### src/apms_pkg.sv
/*
 Package for the converter power-mode sequencer: power modes, register map,
 field layout and timing counts at the 40 MHz system clock.
 Assumes a 32-bit Avalon-MM slave port with word addressing by byte address.
*/
package apms_pkg;
	// Clock
	localparam int CLK_HZ = 40000000;
	localparam int NS_PER_S = 1000000000;
	localparam int CLK_PERIOD_NS = NS_PER_S / CLK_HZ;

	// Power management modes
	typedef enum logic [1:0] {
		APMS_PM_NORMAL = 2'h0,
		APMS_PM_FULL_AFTER = 2'h1,
		APMS_PM_FULL_ALWAYS = 2'h2,
		APMS_PM_PART_AFTER = 2'h3
	} apms_pmode_type;

	// Timing: wake-up time and power-on timeout / calibration phases
	localparam int WAKE_US = 5;
	localparam int WAKE_CYC = (WAKE_US * 1000 + CLK_PERIOD_NS - 1) / CLK_PERIOD_NS;
	localparam int PON_TOTAL_MS = 70;
	localparam int PON_PHASE_MS = PON_TOTAL_MS / 2;
	localparam int PON_PHASE_CYC_DEF = PON_PHASE_MS * (CLK_HZ / 1000);
	localparam int CONV_CYC_DEF = 184;
	localparam int CNT_W = 24;

	// Register map (byte addresses)
	localparam logic [3:0] REG_CTRL = 4'h0;
	localparam logic [3:0] REG_STAT = 4'h4;
	localparam logic [3:0] REG_RESULT = 4'h8;
	localparam logic [31:0] UNMAPPED_RD = 32'hDEADBEEF;

	// Control register fields
	localparam int CTRL_PM_LO = 0;
	localparam int CTRL_PM_HI = 1;
	localparam int CTRL_BIPOLAR = 2;
	localparam int CTRL_SWSTART = 3;
	localparam apms_pmode_type PM_RESET = APMS_PM_NORMAL;

	// Status register fields
	localparam int STAT_BUSY = 0;
	localparam int STAT_REF_ON = 1;
	localparam int STAT_CORE_ON = 2;
	localparam int STAT_CAL_DONE = 3;
	localparam int STAT_PON_ARMED = 4;

	// Sample width and code offset
	localparam int SAMPLE_W = 12;
	localparam logic [11:0] MID_CODE = 12'h800;

	// Power state carried to the analog side
	typedef struct packed {
		logic core_on;
		logic ref_on;
	} apms_power_type;

	// Avalon-MM request
	typedef struct packed {
		logic [3:0] address;
		logic read;
		logic write;
		logic [31:0] writedata;
	} apms_avmm_req_type;
endpackage : apms_pkg

### src/apms_seq.sv
/*
 Power-mode and conversion-start sequencer of a 12-bit sampling converter.
 Holds the control register, wakes and powers down the analog core, runs the
 power-on timeout and self-calibration, and formats the result code.
 Assumes an Avalon-MM master on sys_clk, an asynchronous start pin and an
 analog core whose raw offset-binary code is taken when the conversion count ends.
*/
// Functional notes
// - Power bits: 00 normal, 01 full-down after, 10 full-down, 11 partial after.
// - Full power-down switches off every circuit including the reference.
// - Partial power-down keeps only the on-chip reference powered.
// - First start pulse after power-on runs timeout; the next start runs self-calibration.
// - Control write before any start pulse cancels power-on sequence.
// - After full software power-down, ready within 5 us of wake.
// - Full-down-after mode powers down fully when busy falls; partial-after keeps the reference.
// - Falling start edge begins power-up, ready 5 us later.
// - Rising start edge begins conversion; power down again when done.
// - Bipolar range gives twos complement, step full scale over 4096.
// - Unipolar range gives straight binary.
// - Start pulses ignored while busy high; next accepted after busy falls.
`timescale 1ns/10ps
module apms_seq #(
	parameter int PON_PHASE_CYC = apms_pkg::PON_PHASE_CYC_DEF,
	parameter int CONV_CYC = apms_pkg::CONV_CYC_DEF
) (
	// Clock and reset
	input wire logic sys_clk,
	input wire logic srst,
	// Avalon-MM slave
	input wire logic [3:0] avs_address,
	input wire logic avs_read,
	input wire logic avs_write,
	input wire logic [31:0] avs_writedata,
	output logic [31:0] avs_readdata,
	output logic avs_waitrequest,
	// Conversion start pin
	input wire logic convert_start_n,
	// Analog core
	input wire logic [apms_pkg::SAMPLE_W-1:0] raw_code,
	output apms_pkg::apms_power_type power_r,
	output logic busy_r,
	output logic sample_r,
	output logic [apms_pkg::SAMPLE_W-1:0] result_r
);
	import apms_pkg::*;

	typedef enum logic [2:0] {
		ST_IDLE = 3'h0,
		ST_PON_WAIT = 3'h1,
		ST_CAL = 3'h2,
		ST_WAKE = 3'h3,
		ST_CONV = 3'h4,
		ST_DOWN = 3'h5
	} apms_state_type;

	apms_state_type state_r;
	apms_state_type state_nxt;
	apms_pmode_type pmode_r;
	logic bipolar_r;
	logic sw_start_r;
	logic pon_armed_r;
	logic cal_pending_r;
	logic cal_done_r;
	logic [CNT_W-1:0] cnt_r;
	logic [CNT_W-1:0] cnt_nxt;
	logic start_lvl;
	logic start_lvl_d_r;
	logic ack_r;

	// Start pin synchroniser
	apms_sync u_sync (
		.sys_clk(sys_clk),
		.srst(srst),
		.pin_in(convert_start_n),
		.level_out(start_lvl)
	);

	// Bus decode
	wire bus_req = (avs_read | avs_write) & ~ack_r;
	// Write lands at the edge where waitrequest is seen low
	wire wr_ctrl = avs_write & ack_r & (avs_address == REG_CTRL);
	wire [31:0] rd_mux = (avs_address == REG_CTRL) ?
		{28'h0, sw_start_r, bipolar_r, pmode_r} :
		(avs_address == REG_STAT) ?
		{27'h0, pon_armed_r, cal_done_r, power_r.core_on, power_r.ref_on, busy_r} :
		(avs_address == REG_RESULT) ? {20'h0, result_r} : UNMAPPED_RD;

	// Pin edges and start sources
	wire fall_edge = start_lvl_d_r & ~start_lvl;
	wire rise_edge = ~start_lvl_d_r & start_lvl;
	wire sw_go = wr_ctrl & avs_writedata[CTRL_SWSTART];
	wire [1:0] wr_pm = avs_writedata[CTRL_PM_HI:CTRL_PM_LO];
	wire full_always = (pmode_r == APMS_PM_FULL_ALWAYS);
	wire down_after = (pmode_r == APMS_PM_FULL_AFTER) | (pmode_r == APMS_PM_PART_AFTER);
	wire cnt_done = (cnt_r == '0);
	// A control write in the same cycle as the first start cancels arming
	wire pon_live = pon_armed_r & ~wr_ctrl;

	// Power per state and mode
	wire core_on_nxt = ~full_always &
		((state_nxt != ST_DOWN) | (state_nxt == ST_WAKE));
	wire ref_on_nxt = ~full_always &
		((state_nxt != ST_DOWN) | (pmode_r == APMS_PM_PART_AFTER));

	// Result format
	// Bipolar twos complement
	wire [SAMPLE_W-1:0] fmt_code = bipolar_r ? (raw_code ^ MID_CODE) : raw_code;

	// Next state
	always_comb begin
		state_nxt = state_r;
		cnt_nxt = cnt_done ? cnt_r : cnt_r - 1'b1;
		case (state_r)
			ST_IDLE: begin
				if (pon_live && fall_edge) begin
					state_nxt = ST_PON_WAIT;
					cnt_nxt = CNT_W'(PON_PHASE_CYC);
				end else if (cal_pending_r && (fall_edge || sw_go)) begin
					state_nxt = ST_CAL;
					cnt_nxt = CNT_W'(PON_PHASE_CYC);
				end else if (rise_edge && !full_always) begin
					state_nxt = ST_CONV;
					cnt_nxt = CNT_W'(CONV_CYC);
				end else if (sw_go && !full_always) begin
					state_nxt = ST_CONV;
					cnt_nxt = CNT_W'(CONV_CYC);
				end
			end
			ST_PON_WAIT, ST_CAL: begin
				if (cnt_done) begin
					state_nxt = ST_IDLE;
				end
			end
			ST_DOWN: begin
				if (!down_after) begin
					state_nxt = ST_IDLE;
				end else if (fall_edge || sw_go) begin
					state_nxt = ST_WAKE;
					cnt_nxt = CNT_W'(WAKE_CYC);
				end
			end
			ST_WAKE: begin
				if (cnt_done) begin
					state_nxt = ST_IDLE;
				end
			end
			ST_CONV: begin
				if (cnt_done) begin
					state_nxt = down_after ? ST_DOWN : ST_IDLE;
				end
			end
			default: begin
				state_nxt = ST_IDLE;
			end
		endcase
	end

	// Sequencer and power registers
	always_ff @(posedge sys_clk) begin
		if (srst) begin
			state_r <= ST_IDLE;
			cnt_r <= '0;
			start_lvl_d_r <= 1'b1;
			power_r <= '{core_on: 1'b1, ref_on: 1'b1};
			busy_r <= 1'b0;
			sample_r <= 1'b0;
		end else begin
			state_r <= state_nxt;
			cnt_r <= cnt_nxt;
			start_lvl_d_r <= start_lvl;
			power_r <= '{core_on: core_on_nxt, ref_on: ref_on_nxt};
			// Busy covers timeout, calibration and conversion
			busy_r <= (state_nxt == ST_PON_WAIT) | (state_nxt == ST_CAL) |
				(state_nxt == ST_CONV);
			sample_r <= (state_r == ST_IDLE) & (state_nxt == ST_CONV);
		end
	end

	// Power-on calibration tracking
	always_ff @(posedge sys_clk) begin
		if (srst) begin
			pon_armed_r <= 1'b1;
			cal_pending_r <= 1'b0;
			cal_done_r <= 1'b0;
		end else if (state_r == ST_IDLE && state_nxt == ST_PON_WAIT) begin
			pon_armed_r <= 1'b0;
		end else if (state_r == ST_PON_WAIT && state_nxt == ST_IDLE) begin
			cal_pending_r <= 1'b1;
		end else if (state_r == ST_CAL && state_nxt == ST_IDLE) begin
			cal_pending_r <= 1'b0;
			cal_done_r <= 1'b1;
		end else if (wr_ctrl && pon_armed_r) begin
			pon_armed_r <= 1'b0;
		end
	end

	// Control register
	always_ff @(posedge sys_clk) begin
		if (srst) begin
			pmode_r <= PM_RESET;
			bipolar_r <= 1'b0;
		end else if (wr_ctrl) begin
			pmode_r <= apms_pmode_type'(wr_pm);
			bipolar_r <= avs_writedata[CTRL_BIPOLAR];
		end
	end

	// Software start flag, cleared when a conversion ends; set wins over clear
	always_ff @(posedge sys_clk) begin
		if (srst) begin
			sw_start_r <= 1'b0;
		end else if (sw_go) begin
			sw_start_r <= 1'b1;
		end else if (busy_r && state_nxt != ST_CONV && state_r == ST_CONV) begin
			sw_start_r <= 1'b0;
		end
	end

	// Result capture at end of conversion
	always_ff @(posedge sys_clk) begin
		if (srst) begin
			result_r <= '0;
		end else if (state_r == ST_CONV && cnt_done) begin
			result_r <= fmt_code;
		end
	end

	// Bus answer: one wait cycle, then ack
	always_ff @(posedge sys_clk) begin
		if (srst) begin
			ack_r <= 1'b0;
			avs_waitrequest <= 1'b1;
			avs_readdata <= '0;
		end else begin
			ack_r <= bus_req;
			avs_waitrequest <= ~bus_req; // Low only in the answer cycle
			if (bus_req) begin
				avs_readdata <= rd_mux;
			end
		end
	end

endmodule : apms_seq

### src/apms_sync.sv
/*
 Three-stage synchroniser with agreement filter for an asynchronous pin.
 Assumes the pin is a plain level from outside the sys_clk domain.
*/
`timescale 1ns/10ps
module apms_sync (
	// Clock and reset
	input wire logic sys_clk,
	input wire logic srst,
	// Pin in, filtered level out
	input wire logic pin_in,
	output logic level_out
);
	logic s1_r;
	logic s2_r;
	logic s3_r;

	// First stage feeds only the second
	always_ff @(posedge sys_clk) begin
		if (srst) begin
			s1_r <= 1'b1;
			s2_r <= 1'b1;
			s3_r <= 1'b1;
			level_out <= 1'b1;
		end else begin
			s1_r <= pin_in;
			s2_r <= s1_r;
			s3_r <= s2_r;
			if (s2_r == s3_r) begin
				level_out <= s3_r; // Change counts once stages agree
			end
		end
	end
endmodule : apms_sync
### config.mk
export PLATFORM = sky130hd
export DESIGN_NAME = apms_seq
export DESIGN_NICKNAME = d
export VERILOG_FILES = /design/src/apms_pkg.sv /design/src/apms_seq.sv /design/src/apms_sync.sv
export SDC_FILE = /design/constraint.sdc
export NUM_CORES = 1
export LEC_CHECK = 0
export BUFFER_PORTS_ARGS = -buffer_cell sky130_fd_sc_hd__clkbuf_2
export CORE_UTILIZATION = 55
export CTS_CLUSTER_DIAMETER = 30
export DETAILED_ROUTE_END_ITERATION = 6
export PLACE_DENSITY = 0.85
export SYNTH_ARGS = -nofsm -noshare
export SYNTH_HDL_FRONTEND = slang
export SYNTH_HIERARCHICAL = 1
export SYNTH_SLANG_ARGS = --single-unit
### constraint.sdc
create_clock -name sys_clk -period 5.14 [get_ports sys_clk]
set_input_delay 0 -clock sys_clk [delete_from_list [all_inputs] [get_ports sys_clk]]
set_output_delay 0 -clock sys_clk [all_outputs]
set_load 0.02 [all_outputs]
# After elaboration in Yosys (flattened, before gate mapping)
# Index checks and enable logic that the tools add are counted.
# op_classes
add_sub_neg	1
n_mul	0
div	0
magnitude_cmp	0
eq_ne	19
shifts	0
mux	30
n_bitwise	25
reduce_logical	24
# op_table
op	count
two-way mux 24 bit	7
two-way mux 32 bit	3
one-hot mux 24 bit (2 select lines)	1
two-way mux 3 bit	9
logical NOT 24 bit	1
subtractor 24 x 1 -> 24 bit, second input constant	1
equality test 3 x 2 -> 1 bit, second input constant	4
two-way mux 12 bit	1
one-hot mux 3 bit (4 select lines)	1
logical AND 1 bit	11
bitwise AND 1 bit	10
equality test 3 bit, second input constant	3
inverter 1 bit	9
two-way mux 1 bit	8
equality test 3 x 1 -> 1 bit, second input constant	2
logical NOT 3 bit	2
inequality test 3 bit, second input constant	2
bitwise OR 1 bit	6
AND reduction 3 bit	2
nonzero test 2 bit	3
equality test 2 bit, second input constant	2
equality test 4 x 3 -> 1 bit, second input constant	1
equality test 4 bit, second input constant	1
logical NOT 4 bit	1
other kinds (7)	8
# totals
regBits	89
latch_bits	0
ram_bits	0
rom_bits	0
output_inout_bits	49
wordCells	120
memories	0

# Depth between registers and ports, before layout
# depth
ltp_word	14
ltp_mapped	10
depth_no_buf	8

# Modules after synthesis
# The synthesis kept the hierarchy.
# by_module_without_submodules
module	instances	cells_each	area_each_um2	seq_area_each_um2
apms_seq	1	376	3200.6	1321.3
apms_sync	1	10	115.1	80.1

# Least setup slack after synthesis
# OpenSTA, ideal clock, no wires.
# synth_path
path_kind	reg-to-reg
startpoint	reg cnt_r[18]
endpoint	reg cal_pending_r
arrival_ns	2.280
t_required_ns	5.013
setup_slack_ns	2.733
path_stages_with_launch	8
period_less_slack_ns	2.407
cell_sequence	dfxtp_1 > or4_4 > nor4_4 > nand2_2 > a222oi_1 > buf_4 > a211oi_1 > or3_1
# synth_between
elab_chain_cells	7
elab_cells_between_ends	13
cone_classes	eq/ne: 1; mux: 4; bitwise: 1; reduce/logical: 7
# synth_rtl
element	line	source
start, declared	apms_seq.sv:64	logic [CNT_W-1:0] cnt_r;
start signal, assigned	apms_seq.sv:169	cnt_r <= cnt_nxt;
logical NOT 24 bit *	apms_seq.sv:95	wire cnt_done = (cnt_r == '0);
two-way mux 3 bit (on tied branches)	apms_seq.sv:148, apms_seq.sv:130, apms_seq.sv:143	
one-hot mux 3 bit (4 select lines) *	apms_seq.sv:113	case (state_r)
logical NOT 3 bit / equality test 3 x 1 -> 1 bit (equally long branches)	apms_seq.sv:187, apms_seq.sv:189, apms_seq.sv:185	
logical AND 1 bit (on tied branches)	apms_seq.sv:187, apms_seq.sv:185, apms_seq.sv:189	
nonzero test 2 bit (no line) / inverter 1 bit (equally long branches)	--	
AND reduction 2 bit (no line)	--	
end signal, assigned	apms_seq.sv:183	cal_pending_r <= 1'b0;
end signal, assigned	apms_seq.sv:188	cal_pending_r <= 1'b1;
end signal, assigned	apms_seq.sv:190	cal_pending_r <= 1'b0;
end, declared	apms_seq.sv:62	logic cal_pending_r;
# Mark *: on every way between the ends. The rest lies on a longest branch, timed or not.
# A chain may end at the register's enable or synchronous reset.

# Worst setup path in the final report
# layout_path
startpoint	reg cnt_r[9]
endpoint	reg cal_pending_r
# The elaborated chain is that of the path after synthesis.

==> flow_summary.toml <==
[route]
first_iter_violations = 305
postRouteAntennaNets = 0
wl_per_cell_um = 15.21
viasPerCell = 5.690
drc = 0
num_vias = 2976
drt-total-wl_um = 7957
first_pass_iters = 5

[global_route]
globalRouteOverflowTotal = 0
busiest_layer = "met2"
antenna_found_initial = 0
gr-usage-met2_pct = 44.19
grt_pass1_vias = 2849
use_met3_pct = 3.429
grt_first_pass_wirelength_um = 13090
grt_use_met1_pct = 33.29
gr-usage-all-layers_pct = 26.46
grt_max_degree = 48

[clocking]
clk_latency_ns = 0.36
ctsResizeCount = 0
cts_sinks = 70
cts_buffers = 9
cts_max_level = 3
clock-root-buffer = "clkbuf_8"
clk_pin_slew_ns = 0.09
cts_tree = "done"
clock_path_buffers = 2

[floorplan]
die_area_um2 = 6343
dieWidth_um = 79.65
io_pins = 102
start_util_pct = 58.77
num_rows = 27
die_h_um = 79.65
core-area_um2 = 5642

[placed_design]
place_area_um2 = 3530
dp_hpwl_um = 4971
place_inst = 489
gp_congestion = 0.8317
port_buffers = 67

[critical_path]
critPathRequiredTime_ns = 5.38
crit_fanout = 13
cp-start-kind = "register"
timing_worst_setup_path_type = "reg -> reg"
cp.arrival_ns = 3.81
crit_path_end_kind = "register"

[logic_synthesis]
synth-seq-area-share_pct = 42.26
synth_top_family_by_area = "simple AND/OR/NAND/NOR gates"
ys_ff_latch = 70
synth_area_um2 = 3316
avgSynthCellArea_um2 = 8.590
yosysUniqueCellTypes = 53
async_flop_share_pct = 0
yosys_warnings = 6
synth_edf_count = 0
synth_simple_gate_area_share_pct = 23.85
syn_inst = 386
synthFlopType = "dfxtp_1"
synth_fa_ha_area_share_pct = 0.7547
synth_xor_area_share_pct = 6.075
synth_mux_area_share_pct = 2.264
synth_compound_area_share_pct = 16.72

[timing]
fin_hold_ws_ns = 0.06412
rsz0062_at_grt = "false"
worst_pin_slew_ns = 1.238
final.setup.tns_ns = 0
hold_viol = 0
fin_crit_ns = 3.574
finalSetupViolCount = 0
min_period_over_period_pct = 69.53
finClkSkew_ns = 0.01308
maxSlewHeadroom_pct = 17.44
drv_slew = 0
fmax_mhz = 279.8

[pwr]
vdd_drop_max_uv = 313.0
p_per_area_nw_per_um2 = 511.4
power_leakage_uw = 0.001675
total_power_uw = 2014

[final_layout]
drive_above_1_share_pct = 21.29
fin_area_um2 = 3938
diodes = 0
nFillCells = 416
area_growth_pct = 18.75
final_cells = 523
final_cell_mix = "70 x dfxtp_1, 67 x clkbuf_2, 48 x nor2_1"
fin_nets = 501
layout_commonest_cell = "dfxtp_1"

[run_status]
status = "finished, final reports clean"

[job]
cap_viol_max_count = 0

[hold_path]
worst_hold_path_type = "in -> reg"
==> metal layers <==
layer	part of all wire [%]	wire [µm]	vias to the layer above
li1	-	-	1447
met1	44	3470	1386
met2	48	3851	117
met3	5.1	406	26
met4	2.9	228	0
met5	0	0	-
==> cell families (layout without fill, tap and decap cells) <==
kind of cell / count (synthesis) / in the layout
xor gates and xnor gates: 23 / 23
adders and majority gates: 2 / 2
muxes: 7 / 7
DFF: 70 / 70
other: 1 / 6
AOI/OAI and AO/OA: 79 / 79
buffers and inverters: 49 / 109
and+or+nand+nor: 155 / 155
==> worst paths after layout <==
| check | start | to | slack, ns | depth (start not counted) |
|---|---|---|---|---|
| worst max-delay path | cnt_r[9]$_SDFF_PP0_ | cal_pending_r$_SDFFE_PP0P_ | 1.57 | 6 |
| worst min-delay path | avs_address[1] | avs_readdata[1]$_SDFFE_PP0P_ | 0.06 | 4 |
| worst max register to register | cnt_r[9]$_SDFF_PP0_ | cal_pending_r$_SDFFE_PP0P_ | 1.57 | 6 |
| worst min register to register | u_sync/s1_r$_SDFF_PP1_ | u_sync/s2_r$_SDFF_PP1_ | 0.41 | 1 |
==> cell usage after synthesis, types with 3 or more instances <==
master | instances | area [µm²]
nand3b_1 | 4 | 30.03
a21oi_1 | 25 | 125.1
a22o_1 | 4 | 35.03
o21ai_0 | 12 | 60.06
and3_1 | 3 | 18.77
xnor2_1 | 12 | 105.1
xor2_1 | 11 | 96.34
or3_1 | 8 | 50.05
mux2_2 | 4 | 45.04
dfxtp_1 | 70 | 1401
nor3_1 | 8 | 40.04
o22ai_1 | 4 | 25.02
nor2b_1 | 4 | 25.02
a2111oi_0 | 4 | 35.03
o31ai_1 | 3 | 22.52
nand2_1 | 42 | 157.7
nor2_1 | 48 | 180.2
or2_1 | 3 | 18.77
nand2b_1 | 9 | 56.30
or4_1 | 4 | 30.03
clkbuf_1 | 18 | 67.56
a211oi_1 | 10 | 75.07
nor4_1 | 6 | 37.54
mux2i_1 | 3 | 30.03
buf_4 | 20 | 150.1
buf_2 | 4 | 20.02
inv_1 | 7 | 26.28
==> metrics by stage <==
step	worst slack, ns	util [%]
final	1.566	69.79
after global routing	1.345	69.79
after CTS	1.645	69.79
after global placement	1.737	62.56
after detailed placement	1.708	62.56
after floorplan	2.733	-
==> where the power goes <==
part           switching, µW  internal [µW]
Sequential               101            640
Clock                    231            280
Combinational            434            327
Total                    766           1250
==> cell type report <==
type                            count  area, µm²  share of cell area, %
Tap cell                           72      90.09                  2.288
Clock buffer                        9      123.9                  3.146
Multi-Input combinational cell    272       1669                  42.39
Sequential cell                    70       1401                  35.59
Timing Repair Buffer               86      523.0                  13.28
Clock inverter                      7      103.9                  2.637
Inverter                            7      26.28                 0.6673
==> state kept, by name, summed over array words and instances, names as in the netlist, 2 cells and up <==
signal / cells
avs_readdata: 13
cnt_r: 24
pmode_r: 2
power_r: 2
result_r: 12
state_r: 3
==> worst max-delay path: stages, from the launching register on <==
cell and delay (ns):
dfxtp_1 0.34, or4_1 0.61, nor4_4 0.66, nand2_2 0.21, a222oi_1 1.08, a211oi_1 0.15, or3_1 0.40
==> what timing repair did <==
item,CTS,global route
setup buffers,0,0
hold buffers,18,0
endpoints found under the hold margin,17,0
Power figures use the tool's default switching activity.
